===== src/rtl/pdt_consts.vh =====
/*
 * Register map, control field positions, reset values and prescale counts for the
 * prescaled down timer.
 * Assumes a word-wide register port with byte offsets as listed here.
 */
`ifndef PDT_CONSTS_VH
`define PDT_CONSTS_VH

`define PDT_OFF_PRIMARY 6'h20
`define PDT_OFF_COUNT 6'h24
`define PDT_OFF_CTRL 6'h28
`define PDT_OFF_ICLR 6'h2c
`define PDT_OFF_RAW 6'h30
`define PDT_OFF_GATED 6'h34
`define PDT_OFF_DEFER 6'h38

`define PDT_CTRL_EN 7
`define PDT_CTRL_PERIODIC 6
`define PDT_CTRL_IE 5
`define PDT_CTRL_PRE_HI 3
`define PDT_CTRL_PRE_LO 2
`define PDT_CTRL_WIDE 1
`define PDT_CTRL_ONESHOT 0

`define PDT_CTRL_RESET 8'h20
`define PDT_COUNT_RESET 32'hffffffff
`define PDT_RELOAD_RESET 32'h00000000

`define PDT_PRE_DIV1 2'h0
`define PDT_PRE_DIV16 2'h1
`define PDT_DIV16_LAST 8'h0f
`define PDT_DIV256_LAST 8'hff

`endif


===== src/rtl/pdt_timer.v =====
/*
 * Prescaled down timer: live count, control, interrupt clear, raw and gated status,
 * primary and deferred reload registers, and a level interrupt output.
 * Assumes a one-cycle strobe register port with read data one cycle after the read.
 */
`default_nettype none
`include "pdt_consts.vh"

module pdt_timer (
  // Clock, reset and clock enable.
  input wire core_clk_i,
  input wire reset_n_i,
  input wire clk_en_i,
  // Register port.
  input wire [5:0] reg_addr_i,
  input wire [31:0] reg_wdata_i,
  input wire reg_wr_i,
  input wire reg_rd_i,
  output reg [31:0] reg_rdata_o,
  // Interrupt line.
  output reg irq_o
);
  reg [7:0] ctrl_r;
  reg [31:0] live_count_r;
  reg [31:0] live_count_nxt;
  reg unmasked_irq_flag_r;
  reg halted_r;
  reg halted_nxt;
  reg hit_zero;
  reg [31:0] rdata_nxt;
  wire [31:0] reload_value;
  wire tick;
  wire wr_primary;
  wire wr_defer;
  wire wr_ctrl;
  wire wr_iclr;
  wire running;
  wire wide;
  wire [31:0] width_max;
  wire [31:0] width_mask;
  wire gated_irq_flag;

  assign wr_primary = reg_wr_i && (reg_addr_i == `PDT_OFF_PRIMARY);
  assign wr_defer = reg_wr_i && (reg_addr_i == `PDT_OFF_DEFER);
  assign wr_ctrl = reg_wr_i && (reg_addr_i == `PDT_OFF_CTRL);
  assign wr_iclr = reg_wr_i && (reg_addr_i == `PDT_OFF_ICLR);

  assign running = ctrl_r[`PDT_CTRL_EN] && !halted_r;
  assign wide = ctrl_r[`PDT_CTRL_WIDE];
  assign width_max = wide ? 32'hffffffff : 32'h0000ffff;
  assign width_mask = width_max;

  pdt_reload_store u_store (
    .core_clk_i(core_clk_i),
    .reset_n_i(reset_n_i),
    .clk_en_i(clk_en_i),
    .wr_i(wr_primary || wr_defer),
    .wdata_i(reg_wdata_i),
    .value_o(reload_value)
  );

  pdt_prescaler u_pre (
    .core_clk_i(core_clk_i),
    .reset_n_i(reset_n_i),
    .clk_en_i(clk_en_i),
    .run_i(running),
    .restart_i(wr_primary),
    .mode_i(ctrl_r[`PDT_CTRL_PRE_HI:`PDT_CTRL_PRE_LO]),
    .tick_o(tick)
  );

  // In 16-bit mode only the low half counts; every load and tick zero the upper half, so
  // after the first of them the readback shows the effective count.
  always @* begin
    live_count_nxt = live_count_r;
    halted_nxt = halted_r;
    hit_zero = 1'b0;
    if (wr_primary) begin
      live_count_nxt = reload_value_in(reg_wdata_i, width_mask);
      halted_nxt = 1'b0;
    end else if (running && tick) begin
      if ((live_count_r & width_mask) == 32'h00000001) begin
        live_count_nxt = 32'h00000000;
        hit_zero = 1'b1;
        if (ctrl_r[`PDT_CTRL_ONESHOT]) begin
          halted_nxt = 1'b1;
        end
      end else if ((live_count_r & width_mask) == 32'h00000000) begin
        if (ctrl_r[`PDT_CTRL_PERIODIC]) begin
          live_count_nxt = reload_value & width_mask;
        end else begin
          live_count_nxt = width_max;
        end
      end else begin
        live_count_nxt = (live_count_r - 32'h00000001) & width_mask;
      end
    end
  end

  function [31:0] reload_value_in;
    input [31:0] value;
    input [31:0] mask;
    begin
      reload_value_in = value & mask;
    end
  endfunction

  assign gated_irq_flag = unmasked_irq_flag_r && ctrl_r[`PDT_CTRL_IE];

  always @* begin
    case (reg_addr_i)
      `PDT_OFF_PRIMARY: rdata_nxt = reload_value;
      `PDT_OFF_DEFER: rdata_nxt = reload_value;
      `PDT_OFF_COUNT: rdata_nxt = live_count_r;
      `PDT_OFF_CTRL: rdata_nxt = {24'h000000, ctrl_r};
      `PDT_OFF_RAW: rdata_nxt = {31'h00000000, unmasked_irq_flag_r};
      `PDT_OFF_GATED: rdata_nxt = {31'h00000000, gated_irq_flag};
      default: rdata_nxt = 32'h00000000;
    endcase
  end

  always @(posedge core_clk_i or negedge reset_n_i) begin
    if (!reset_n_i) begin
      ctrl_r <= `PDT_CTRL_RESET;
      live_count_r <= `PDT_COUNT_RESET;
      halted_r <= 1'b0;
      unmasked_irq_flag_r <= 1'b0;
      irq_o <= 1'b0;
      reg_rdata_o <= 32'h00000000;
    end else if (clk_en_i) begin
      live_count_r <= live_count_nxt;
      halted_r <= halted_nxt;
      if (wr_ctrl) begin
        // Bit 4 is read-only zero.
        ctrl_r <= reg_wdata_i[7:0] & 8'hef;
      end
      // A zero hit in the same cycle as a clear keeps the flag set.
      if (hit_zero) begin
        unmasked_irq_flag_r <= 1'b1;
      end else if (wr_iclr) begin
        unmasked_irq_flag_r <= 1'b0;
      end
      // The line is registered from next-state values so it matches gated status.
      irq_o <= (hit_zero || (unmasked_irq_flag_r && !wr_iclr)) &&
               (wr_ctrl ? reg_wdata_i[`PDT_CTRL_IE] : ctrl_r[`PDT_CTRL_IE]);
      if (reg_rd_i) begin
        reg_rdata_o <= rdata_nxt;
      end else begin
        reg_rdata_o <= 32'h00000000;
      end
    end
  end
endmodule
`default_nettype wire


===== src/rtl/pdt_prescaler.v =====
/*
 * Prescaler that yields one tick every 1, 16 or 256 enabled clocks.
 * Assumes the mode code is stable while running; a restart pulse realigns the phase.
 */
`default_nettype none
`include "pdt_consts.vh"

module pdt_prescaler (
  // Clock and reset.
  input wire core_clk_i,
  input wire reset_n_i,
  input wire clk_en_i,
  // Control.
  input wire run_i,
  input wire restart_i,
  input wire [1:0] mode_i,
  // Tick out.
  output wire tick_o
);
  reg [7:0] phase_r;
  reg [7:0] last;

  always @* begin
    case (mode_i)
      `PDT_PRE_DIV1: last = 8'h00;
      `PDT_PRE_DIV16: last = `PDT_DIV16_LAST;
      default: last = `PDT_DIV256_LAST;
    endcase
  end

  assign tick_o = run_i && (phase_r >= last);

  always @(posedge core_clk_i or negedge reset_n_i) begin
    if (!reset_n_i) begin
      phase_r <= 8'h00;
    end else if (clk_en_i) begin
      if (restart_i || !run_i || tick_o) begin
        phase_r <= 8'h00;
      end else begin
        phase_r <= phase_r + 8'h01;
      end
    end
  end
endmodule
`default_nettype wire


===== src/rtl/pdt_reload_store.v =====
/*
 * One word of reload storage shared by the primary and deferred reload registers.
 * Assumes a single write port; read data are the stored word itself.
 */
`default_nettype none
`include "pdt_consts.vh"

module pdt_reload_store (
  // Clock and reset.
  input wire core_clk_i,
  input wire reset_n_i,
  input wire clk_en_i,
  // Write side.
  input wire wr_i,
  input wire [31:0] wdata_i,
  // Stored value.
  output reg [31:0] value_o
);
  always @(posedge core_clk_i or negedge reset_n_i) begin
    if (!reset_n_i) begin
      value_o <= `PDT_RELOAD_RESET;
    end else if (clk_en_i && wr_i) begin
      value_o <= wdata_i;
    end
  end
endmodule
`default_nettype wire


===== config.mk =====
export PLATFORM = sky130hd
export DESIGN_NAME = pdt_timer
export DESIGN_NICKNAME = d
export VERILOG_FILES = /design/src/rtl/pdt_timer.v /design/src/rtl/pdt_prescaler.v /design/src/rtl/pdt_reload_store.v
export VERILOG_INCLUDE_DIRS = /design/src /design/src/rtl
export SDC_FILE = /design/constraint.sdc
export NUM_CORES = 1
export LEC_CHECK = 0
export BUFFER_PORTS_ARGS = -buffer_cell sky130_fd_sc_hd__buf_4
export CORE_MARGIN = 2
export CORE_UTILIZATION = 35
export CTS_CLUSTER_SIZE = 20
export DETAILED_ROUTE_END_ITERATION = 8
export HOLD_SLACK_MARGIN = 0.1
export SYNTH_ARGS = -nofsm -noshare
export SYNTH_HDL_FRONTEND = slang
export SYNTH_SLANG_ARGS = --single-unit

===== constraint.sdc =====
create_clock -name core_clk_i -period 2.6 [get_ports core_clk_i]
set_input_delay 0 -clock core_clk_i [delete_from_list [all_inputs] [get_ports core_clk_i]]
set_output_delay 0 -clock core_clk_i [all_outputs]
set_load 0.02 [all_outputs]

Word-level counts from Yosys, hierarchy flattened
Index checks and enable logic that the tools add are counted. Widths: inputs -> output; s select.

Muxes and demuxes: 20. Equality and inequality tests: 9. Reductions and logical operators: 29. Add/sub/neg operators: 2. Bitwise logic cells: 4. $lt $le $gt $ge: 1.

Operators with widths (number): $mux 32 (7); $pmux 32 s5 (1); $and 32x32->32 (4); $eq 6x6->1 const B (7); $eq 32x1->1 const B (1); $logic_not 32->1 (1); $sub 32x1->32 const B (1); $pmux 8 s2 (1); $logic_and 1x1->1 (11); $mux 1 (10); $add 8x1->8 const B (1); $ge 8x8->1 (1); $mux 8 (1); $reduce_bool 2->1 (4); $reduce_and 2->1 (3); $logic_or 1x1->1 (4); $reduce_and 4->1 (1); $logic_not 1->1 (3); $eq 2x1->1 const B (1); $logic_not 2->1 (1); $reduce_or 2->1 (1).

Flip-flop bits (word level): 114. Output and inout bits: 33. Word-level logic and storage cells: 73. Input bits: 43.

Depth between registers and ports, before layout
Gate-level depths: netlist of the first run.

Word-level depth: 9. Gate-level depth with buffers: 10.

Modules after synthesis
From an unflattened synthesis of the first run, not the netlist that was laid out.

Cell total of the unflattened synthesis: 612. Area total of the unflattened synthesis: 6433.7 µm².

Modules (own cells, without submodules): pdt_timer (cells an instance 484, seq. area each 1893.1 µm², area each 4523.1 µm², times used 1); pdt_reload_store (cells an instance 68, seq. area each 800.8 µm², area each 1345.0 µm², times used 1); pdt_prescaler (cells an instance 60, seq. area each 200.2 µm², area each 565.5 µm², times used 1).

Worst setup path after synthesis of the first run
OpenSTA, ideal clock, no wires.

Path kind: register to register. From: reg ctrl_r[3]. To: reg live_count_r[12]. Buffers on the path: 2. Cell stages (with the launch flop): 11. Period minus slack after synthesis: 2.781 ns. Arrival: 2.704 ns. Slack: -0.181 ns. Cell sequence: dfrtp_1 nor2_1 ha_1 or3_1 a221o_1 a221oi_1 a21o_1 buf_2 buf_2 a31oi_1 o22ai_1.

Word-level cells in the longest chain between the ends: 7. Elaborated cells on any way between the ends: 8.

Ends and longest elaborated chain: from (decl) (line pdt_timer.v:23) `reg [7:0] ctrl_r;`; from (signal assigned) (line pdt_timer.v:124) `` ctrl_r <= `PDT_CTRL_RESET; ``; from (signal assigned) (line pdt_timer.v:135) `ctrl_r <= reg_wdata_i[7:0] & 8'hef;`; $eq 2x1->1 / $logic_not 2->1 (equally long branches) (line pdt_prescaler.v:24) `case (mode_i)`; $pmux 8 s2 * (line pdt_prescaler.v:24); $ge 8x8->1 * (line pdt_prescaler.v:31) `assign tick_o = run_i && (phase_r >= last);`; $logic_and 1x1->1 * (line pdt_prescaler.v:31); $logic_and 1x1->1 * (line pdt_timer.v:81) `end else if (running && tick) begin`; $reduce_bool 2->1 (no line) *; $reduce_and 2->1 (no line) *; to (signal assigned) (line pdt_timer.v:125) `` live_count_r <= `PDT_COUNT_RESET; ``; to (signal assigned) (line pdt_timer.v:131) `live_count_r <= live_count_nxt;`; to (decl) (line pdt_timer.v:24) `reg [31:0] live_count_r;`.

Mark *: on every way between the ends. The rest lies on a longest branch, timed or not. A chain may end at the register's enable or synchronous reset.

Final worst setup path of the first run
From: reg ctrl_r[2]. To: reg live_count_r[7].

The elaborated chain is that of the path after synthesis.

==> impl_metrics.yaml, run 1 <==
drt:
  drt-wirelength-per-cell_um: 20.1
  route.detailed.vias_per_inst: 5.94
  number_of_iterations_in_the_first_detailed_routing_pass: 7
  drc: 0
  1st_iter_drt_viols: 663
  wl_um: 20100
  antenna_left: 0
  route.vias.total: 5933
global_route:
  grt_most_used_layer: "met2"
  antenna_found_initial: 0
  met3_usage_pct: 4.56
  global_route.usage.met1_pct: 29.5
  grt_pass1_vias: 6075
  global_route_wire_length_before_repair_um: 32500
  maximum_number_of_pins_on_one_net_before_global_route_repair: 91
  grtUsageMet2_pct: 36.4
  groute.usage.overall_pct: 22.5
  total_overflow_reported_by_the_global_router: 0
die:
  die_outline_height_um: 138
  die_area_um2: 18900
  start_util_pct: 35.9
  fp.coreArea_um2: 17400
  design.portCount: 76
  placementRows: 48
  die_w_um: 138
critical_path:
  cp_data_required_time_ns: 2.94
  crit_path_end_kind: "register"
  worstSetupStartpointType: "register"
  setup.worst_path.class: "reg -> reg"
  worstPathArrival_ns: 2.90
  worstPathMaxFanout: 8
synth:
  syn_inst: 630
  syn_area_per_cell_um2: 9.90
  synthTopCellsByArea: "sky130_fd_sc_hd__dfrtp_1 32%, sky130_fd_sc_hd__dfstp_2 14%, sky130_fd_sc_hd__mux2_2 6.3%, sky130_fd_sc_hd__a22oi_1 5.3%, sky130_fd_sc_hd__o2bb2ai_1 4.9%"
  share_of_async_settable_or_async_resettable_flops_after_synthesis_pct: 100
  yosys.cell_count.top_type: "sky130_fd_sc_hd__dfrtp_1"
  synth_top_area_share_pct: 32.5
  synthTopCellsByCount: "81 x sky130_fd_sc_hd__dfrtp_1, 46 x sky130_fd_sc_hd__nor2_1, 44 x sky130_fd_sc_hd__a22oi_1"
  mappedNetlistNets: 681
  synth_top_area_cell: "sky130_fd_sc_hd__dfrtp_1"
  mappedNetlistArea_um2: 6240
  yosys_register_bits: 114
  ys_seq_area_share_pct: 46.4
  synth-edff-count: 0
  synth.distinct_cells: 63
  yosys_warnings: 0
  ys_dominant_reg_cell: "sky130_fd_sc_hd__dfrtp_1"
cts:
  worst_skew_late_latency_ns: 0.42
  ctsHtreeMaxLevel: 4
  cts_tree: "built"
  root_buffer: "sky130_fd_sc_hd__clkbuf_16"
  cts_inserted_buffers: 17
  clock_tree.buffer_depth: 2
  numClockSinks: 114
  clkTransAtPathRegs_ns: 0.06
min_path:
  holdCritPathClass: "in -> async"
sta:
  timing.final.hold_violations: 0
  final_max_slew_viol_count: 0
  tightest_slew_ns: 0.832
  timing.final.crit_period_ns: 2.56
  final_min_period_over_clock_period_pct: 98.3
  slew_headroom_pct: 44.4
  rsz_0062_raised_after_global_routing: "yes"
  setup_violations: 0
  finClkSkew_ns: 0.00602
  clock.fmax_mhz: 391
finish:
  num-fill-cells: 1618
  diodes: 0
  finalNonFillerCells: 999
  syn_to_final_growth_pct: 35.0
  num-nets-final: 812
  stdcell_area_um2: 8420
  drive_above_1_share_pct: 30.6
place:
  dpl-instance-area_um2: 7300
  dp_hpwl_um: 13200
  place.detailed.instances: 927
  buffer_ports.inserted: 75
  finalWeightedCongestion: 0.909
job:
  timing.max_cap.violations: 0
pwr:
  power.leakage_uw: 0.00353
  power_density_nw_per_um2: 678
  power_uw: 5710
  power.ir.vdd_worst_mv: 0.513
status:
  status: "finished clean"
path summary, 6_finish.rpt:
check                               start                  end  slack, ns  cells after the start
hold reg to reg            reg_rdata_o[2]       reg_rdata_o[2]       0.48                      1
hold / removal                  reset_n_i      live_count_r[9]       0.14                      2
min in group core_clk_i     reg_addr_i[0]  unmasked_irq_flag_r       0.23                      7
max in group asynchronous       reset_n_i   u_store.value_o[6]       1.21                      3
setup / recovery                ctrl_r[2]      live_count_r[7]       0.04                     10
setup reg to reg                ctrl_r[2]      live_count_r[7]       0.04                     10
cell type report:
class                           instances  area, um2  share of cell area [%]
Multi-Input combinational cell        456       3140                    37.3
Sequential cell                       114       2890                    34.4
Timing Repair Buffer                  162       1380                    16.4
Clock buffer                           20        457                    5.42
Tap cell                              225        282                    3.34
Clock inverter                         12        226                    2.69
Inverter                               10       37.5                   0.446
metrics by stage:
stage                     setup slack (ns)  utilization [%]  setup TNS (ns)  hold WS [ns]
after global routing               -0.0818             48.5          -0.949         0.159
final                               0.0432             48.5               0         0.136
after floorplan                     0.0184                -               0        -0.296
after CTS                           0.0697             48.2               0         0.127
after detailed placement           -0.0336             42.1          -0.162       -0.0673
after global placement              0.0245             42.1               0       -0.0734
metal layers:
metal / part of all wire [%] / routed length, um / up-vias
met3: 6.1 / 1220 / 40
met2: 48 / 9670 / 257
li1: - / - / 2692
met4: 2.2 / 446 / 0
met5: 0 / 0 / -
met1: 44 / 8790 / 2944
state kept, by name, summed over array words and instances (netlist names):
signal and cells:
ctrl_r 7, halted_r 1, irq_o 1, live_count_r 32, reg_rdata_o 32, u_pre.phase_r 8
u_store.value_o 32, unmasked_irq_flag_r 1
cell families (layout without fill, tap and decap cells):
logic type / count (synthesis) / count (layout) / share of synthesized area, %
and+or+nand+nor: 185 / 185 / 15.0
buffers and inverters: 60 / 204 / 3.85
DFF: 114 / 114 / 46.4
xor gates and xnor gates: 17 / 17 / 2.39
adders and majority gates: 8 / 8 / 1.60
AOI/OAI and AO/OA: 210 / 210 / 24.3
muxes: 36 / 36 / 6.48
where the power goes:
part / switching [uW] / internal [uW] / leakage [uW]
Sequential: 152 / 1930 / 0.00144
Clock: 880 / 1850 / 0.000327
Combinational: 499 / 398 / 0.00177
placed cells by master (no fill, tap or decap), types with 7 or more instances in the layout:
cell type / netlist / final
sky130_fd_sc_hd__a211oi_1: 7 / 7
sky130_fd_sc_hd__a21oi_1: 19 / 18
sky130_fd_sc_hd__a221o_1: 7 / 7
sky130_fd_sc_hd__a22oi_1: 44 / 44
sky130_fd_sc_hd__a31oi_1: 13 / 13
sky130_fd_sc_hd__buf_4: 0 / 119
sky130_fd_sc_hd__clkbuf_16: 0 / 18
sky130_fd_sc_hd__dfrtp_1: 81 / 81
sky130_fd_sc_hd__dfstp_2: 33 / 33
sky130_fd_sc_hd__dlygate4sd3_1: 0 / 38
sky130_fd_sc_hd__ha_1: 8 / 8
sky130_fd_sc_hd__inv_1: 9 / 9
sky130_fd_sc_hd__mux2_2: 35 / 35
sky130_fd_sc_hd__nand2_1: 38 / 37
sky130_fd_sc_hd__nand3_1: 23 / 23
sky130_fd_sc_hd__nand4_1: 12 / 12
sky130_fd_sc_hd__nor2_1: 46 / 46
sky130_fd_sc_hd__nor3_1: 25 / 24
sky130_fd_sc_hd__nor4_1: 11 / 10
sky130_fd_sc_hd__o21ai_0: 38 / 37
sky130_fd_sc_hd__o2bb2ai_1: 35 / 35
sky130_fd_sc_hd__o31ai_1: 7 / 7
sky130_fd_sc_hd__xnor2_1: 8 / 8
sky130_fd_sc_hd__xor2_1: 9 / 9
worst max-delay path: stages, from the launching register on:
cell,delay [ns]
sky130_fd_sc_hd__dfrtp_1,0.39
sky130_fd_sc_hd__nor2_1,0.14
sky130_fd_sc_hd__ha_1,0.26
sky130_fd_sc_hd__or3_1,0.31
sky130_fd_sc_hd__a221o_1,0.34
sky130_fd_sc_hd__a221oi_2,0.23
sky130_fd_sc_hd__buf_4,0.17
sky130_fd_sc_hd__a21o_2,0.22
sky130_fd_sc_hd__buf_4,0.20
sky130_fd_sc_hd__a22oi_1,0.11
sky130_fd_sc_hd__o21ai_0,0.10
what timing repair did:
item	4_1_cts	5_1_grt
cloned	0	1
hold buffers	38	0
buffers inserted	0	1
hold endpoints to repair	168	0
resized for setup	1	6
endpoints found under the setup margin	10	27
Note: power is estimated with default switching activity, not from simulation.
==> run 2, diff against run 1 <==
ABC_AREA = 1   (was unset)
==> impl_metrics.yaml, run 2 <==
status:
  status: "finished clean"
place:
  buffer_ports.inserted: 75
  dp_hpwl_um: 14900
  finalWeightedCongestion: 0.935
synth:
  yosys.cell_count.top_type: "sky130_fd_sc_hd__nand2_1"
  synthTopCellsByArea: "sky130_fd_sc_hd__dfrtp_1 28%, sky130_fd_sc_hd__nand2_1 12%, sky130_fd_sc_hd__dfstp_2 12%, sky130_fd_sc_hd__nor2_1 6.9%, sky130_fd_sc_hd__inv_1 5.4%"
  synth.distinct_cells: 46
  share_of_async_settable_or_async_resettable_flops_after_synthesis_pct: 100
  synth_top_area_cell: "sky130_fd_sc_hd__dfrtp_1"
  yosys_warnings: 0
  ys_seq_area_share_pct: 40.1
  ys_dominant_reg_cell: "sky130_fd_sc_hd__dfrtp_1"
  synth_top_area_share_pct: 28.1
  synthTopCellsByCount: "240 x sky130_fd_sc_hd__nand2_1, 133 x sky130_fd_sc_hd__nor2_1, 103 x sky130_fd_sc_hd__inv_1"
  yosys_register_bits: 114
  synth-edff-count: 0
  syn_area_per_cell_um2: 7.41
  mappedNetlistNets: 1025
  syn_inst: 974
  mappedNetlistArea_um2: 7220
cts:
  cts_tree: "built"
  worst_skew_late_latency_ns: 0.43
  cts_inserted_buffers: 17
  clock_tree.buffer_depth: 2
  cts-resized-gates: 0
  clkTransAtPathRegs_ns: 0.06
  root_buffer: "sky130_fd_sc_hd__clkbuf_16"
  numClockSinks: 114
  ctsHtreeMaxLevel: 4
drt:
  met3WireLength_um: 897
  drt-wirelength-per-cell_um: 15.4
  route.detailed.vias_per_inst: 4.88
  number_of_iterations_in_the_first_detailed_routing_pass: 5
  antenna_left: 0
  met1Wirelength_um: 10300
  wl_um: 21000
  routed-wl-met2_um: 9450
  route.vias.total: 6662
  1st_iter_drt_viols: 410
  top_routing_layer_in_use: "met4"
  drc: 0
critical_path:
  critical_path_buf_inv_count: 3
  crit_slowest_cell: "sky130_fd_sc_hd__dfrtp_1"
  slowest_delay_ns: 0.40
  worstPathArrival_ns: 2.54
  path_depth: 12
  cp_top_family: "buffers and inverters"
  crit_path_end_kind: "register"
  worstSetupStartpointType: "register"
  cp_data_required_time_ns: 2.95
  worst-r2r-cell-count: 12
  cells_along_the_critical_path: "inv_1 > ha_1 > a21o_1 > nor2_1 > nand2_1 > nand2_1 > nand2_4 > nand2_4 > clkinv_2 > buf_12 > nor2_1 > a21oi_1"
  worstPathMaxFanout: 17
  setup.worst_path.class: "reg -> reg"
global_route:
  total_overflow_reported_by_the_global_router: 0
  maximum_number_of_pins_on_one_net_before_global_route_repair: 68
  groute.usage.overall_pct: 20.2
  antenna_found_initial: 0
  grt_pass1_vias: 6621
  global_route_wire_length_before_repair_um: 34700
finish:
  diodes: 0
  final_core_util_pct: 44.6
  layout.cells.most_common_list: "239 x sky130_fd_sc_hd__nand2_1, 133 x sky130_fd_sc_hd__nor2_1, 103 x sky130_fd_sc_hd__inv_1"
  num-nets-final: 1133
  drive_above_1_share_pct: 22.2
  num-fill-cells: 2051
  regs_by_ff_count: "live_count_r (32), reg_rdata_o (32), u_store.value_o (32)"
  most_frequent_standard_cell_in_the_layout_excluding_fill_and_tap_cells: "sky130_fd_sc_hd__nand2_1"
  syn_to_final_growth_pct: 25.1
die:
  placementRows: 52
  design.portCount: 76
  die_outline_height_um: 148
  die_area_um2: 21800
  die_w_um: 148
  fp.coreArea_um2: 20200
  start_util_pct: 35.7
sta:
  finalSetupTns_ns: 0
  timing.final.crit_period_ns: 2.19
  clock.fmax_mhz: 456
  final_max_slew_viol_count: 0
  slew_headroom_pct: 46.2
  setup_violations: 0
  tightest_slew_ns: 0.802
  rsz_0062_raised_after_global_routing: "no"
  finClkSkew_ns: 0.0103
  final_min_period_over_clock_period_pct: 84.4
  timing.final.hold_violations: 0
min_path:
  hold_depth: 6
  holdCritPathClass: "in -> reg"
pwr:
  power.leakage_uw: 0.00417
  power.ir.vdd_worst_mv: 0.438
  power_density_nw_per_um2: 810
job:
  timing.max_cap.violations: 0
==> run 2: cell count changes after synthesis, moves of 15 or more <==
cell / delta
sky130_fd_sc_hd__o21ai_0: +37
sky130_fd_sc_hd__nand3_1: +30
sky130_fd_sc_hd__inv_1: +94
sky130_fd_sc_hd__clkbuf_1: -29
sky130_fd_sc_hd__nand3_2: +15
sky130_fd_sc_hd__nor2_1: +87
sky130_fd_sc_hd__nand2_2: +17
sky130_fd_sc_hd__nand2_1: +202
sky130_fd_sc_hd__a22oi_1: -18
sky130_fd_sc_hd__mux2_2: -33
sky130_fd_sc_hd__o2bb2ai_1: -35
==> run 2: logic make-up (layout without fill, tap and decap cells) <==
kind of cell / count (synthesis) / after routing / synth area share, %
simple gates: 536 / 536 / 35.2
buf+inv: 156 / 277 / 9.54
compound gates: 146 / 146 / 12.0
flops: 114 / 114 / 40.1
xor+xnor: 12 / 12 / 1.46
fa+ha+maj: 8 / 8 / 1.39
mux: 2 / 2 / 0.312
==> run 2: per-layer routing <==
layer	global-route usage (%)	vias to the layer above
met5	0	-
met4	6.49	0
met3	3.24	22
met2	32.2	164
met1	28.3	3118
li1	-	3358
==> run 2: path summary, 6_finish.rpt <==
path / from / to / slack (ns)
setup / recovery: ctrl_r[3] / live_count_r[7] / 0.41
hold / removal: reg_wr_i / irq_o / 0.13
setup reg to reg: ctrl_r[3] / live_count_r[7] / 0.41
hold reg to reg: reg_rdata_o[7] / reg_rdata_o[7] / 0.48
max in group asynchronous: reset_n_i / live_count_r[18] / 1.62
min in group asynchronous: reset_n_i / u_store.value_o[6] / 0.14
==> run 2: final cells by class <==
type / count / area [um2] / share of cell area (%)
multi-input combinational: 704 / 3640 / 40.3
sequential: 114 / 2890 / 32.0
timing repair buffer: 128 / 1100 / 12.2
inverter: 117 / 444 / 4.92
clock buffer: 18 / 439 / 4.86
tap: 270 / 338 / 3.74
clock inverter: 14 / 178 / 1.97
==> run 2: worst reg2reg max path, stage by stage, from the launching register on <==
cell	delay, ns
sky130_fd_sc_hd__dfrtp_1	0.40
sky130_fd_sc_hd__inv_1	0.17
sky130_fd_sc_hd__ha_1	0.29
sky130_fd_sc_hd__a21o_1	0.16
sky130_fd_sc_hd__nor2_1	0.11
sky130_fd_sc_hd__nand2_1	0.08
sky130_fd_sc_hd__nand2_1	0.10
sky130_fd_sc_hd__nand2_4	0.07
sky130_fd_sc_hd__nand2_4	0.08
sky130_fd_sc_hd__clkinv_2	0.24
sky130_fd_sc_hd__buf_12	0.26
sky130_fd_sc_hd__nor2_1	0.10
sky130_fd_sc_hd__a21oi_1	0.06
==> run 2: metrics by stage <==
stage,setup WS (ns),hold slack [ns],area (um2),cells,power (uW)
CTS,0.413,0.109,9030,1365,7340
global placement,0.518,0.0771,8000,1292,4750
detailed placement,0.443,0.0780,8000,1292,4770
floorplan,0.837,-0.296,7220,974,4170
finish,0.405,0.129,9030,1365,7310
global route,0.240,0.155,9030,1365,7780
==> run 2: power by group <==
part | leakage (uW) | switching [uW] | internal (uW)
Clock | 0.000290 | 933 | 1550
Sequential | 0.00144 | 485 | 2270
Combinational | 0.00244 | 1310 | 763
==> run 2: what timing repair did <==
item | in CTS | in global routing
hold endpoints to repair | 131 | 0
buffers inserted | 0 | 0
setup endpoints to repair | 0 | 0
hold buffers | 41 | 0
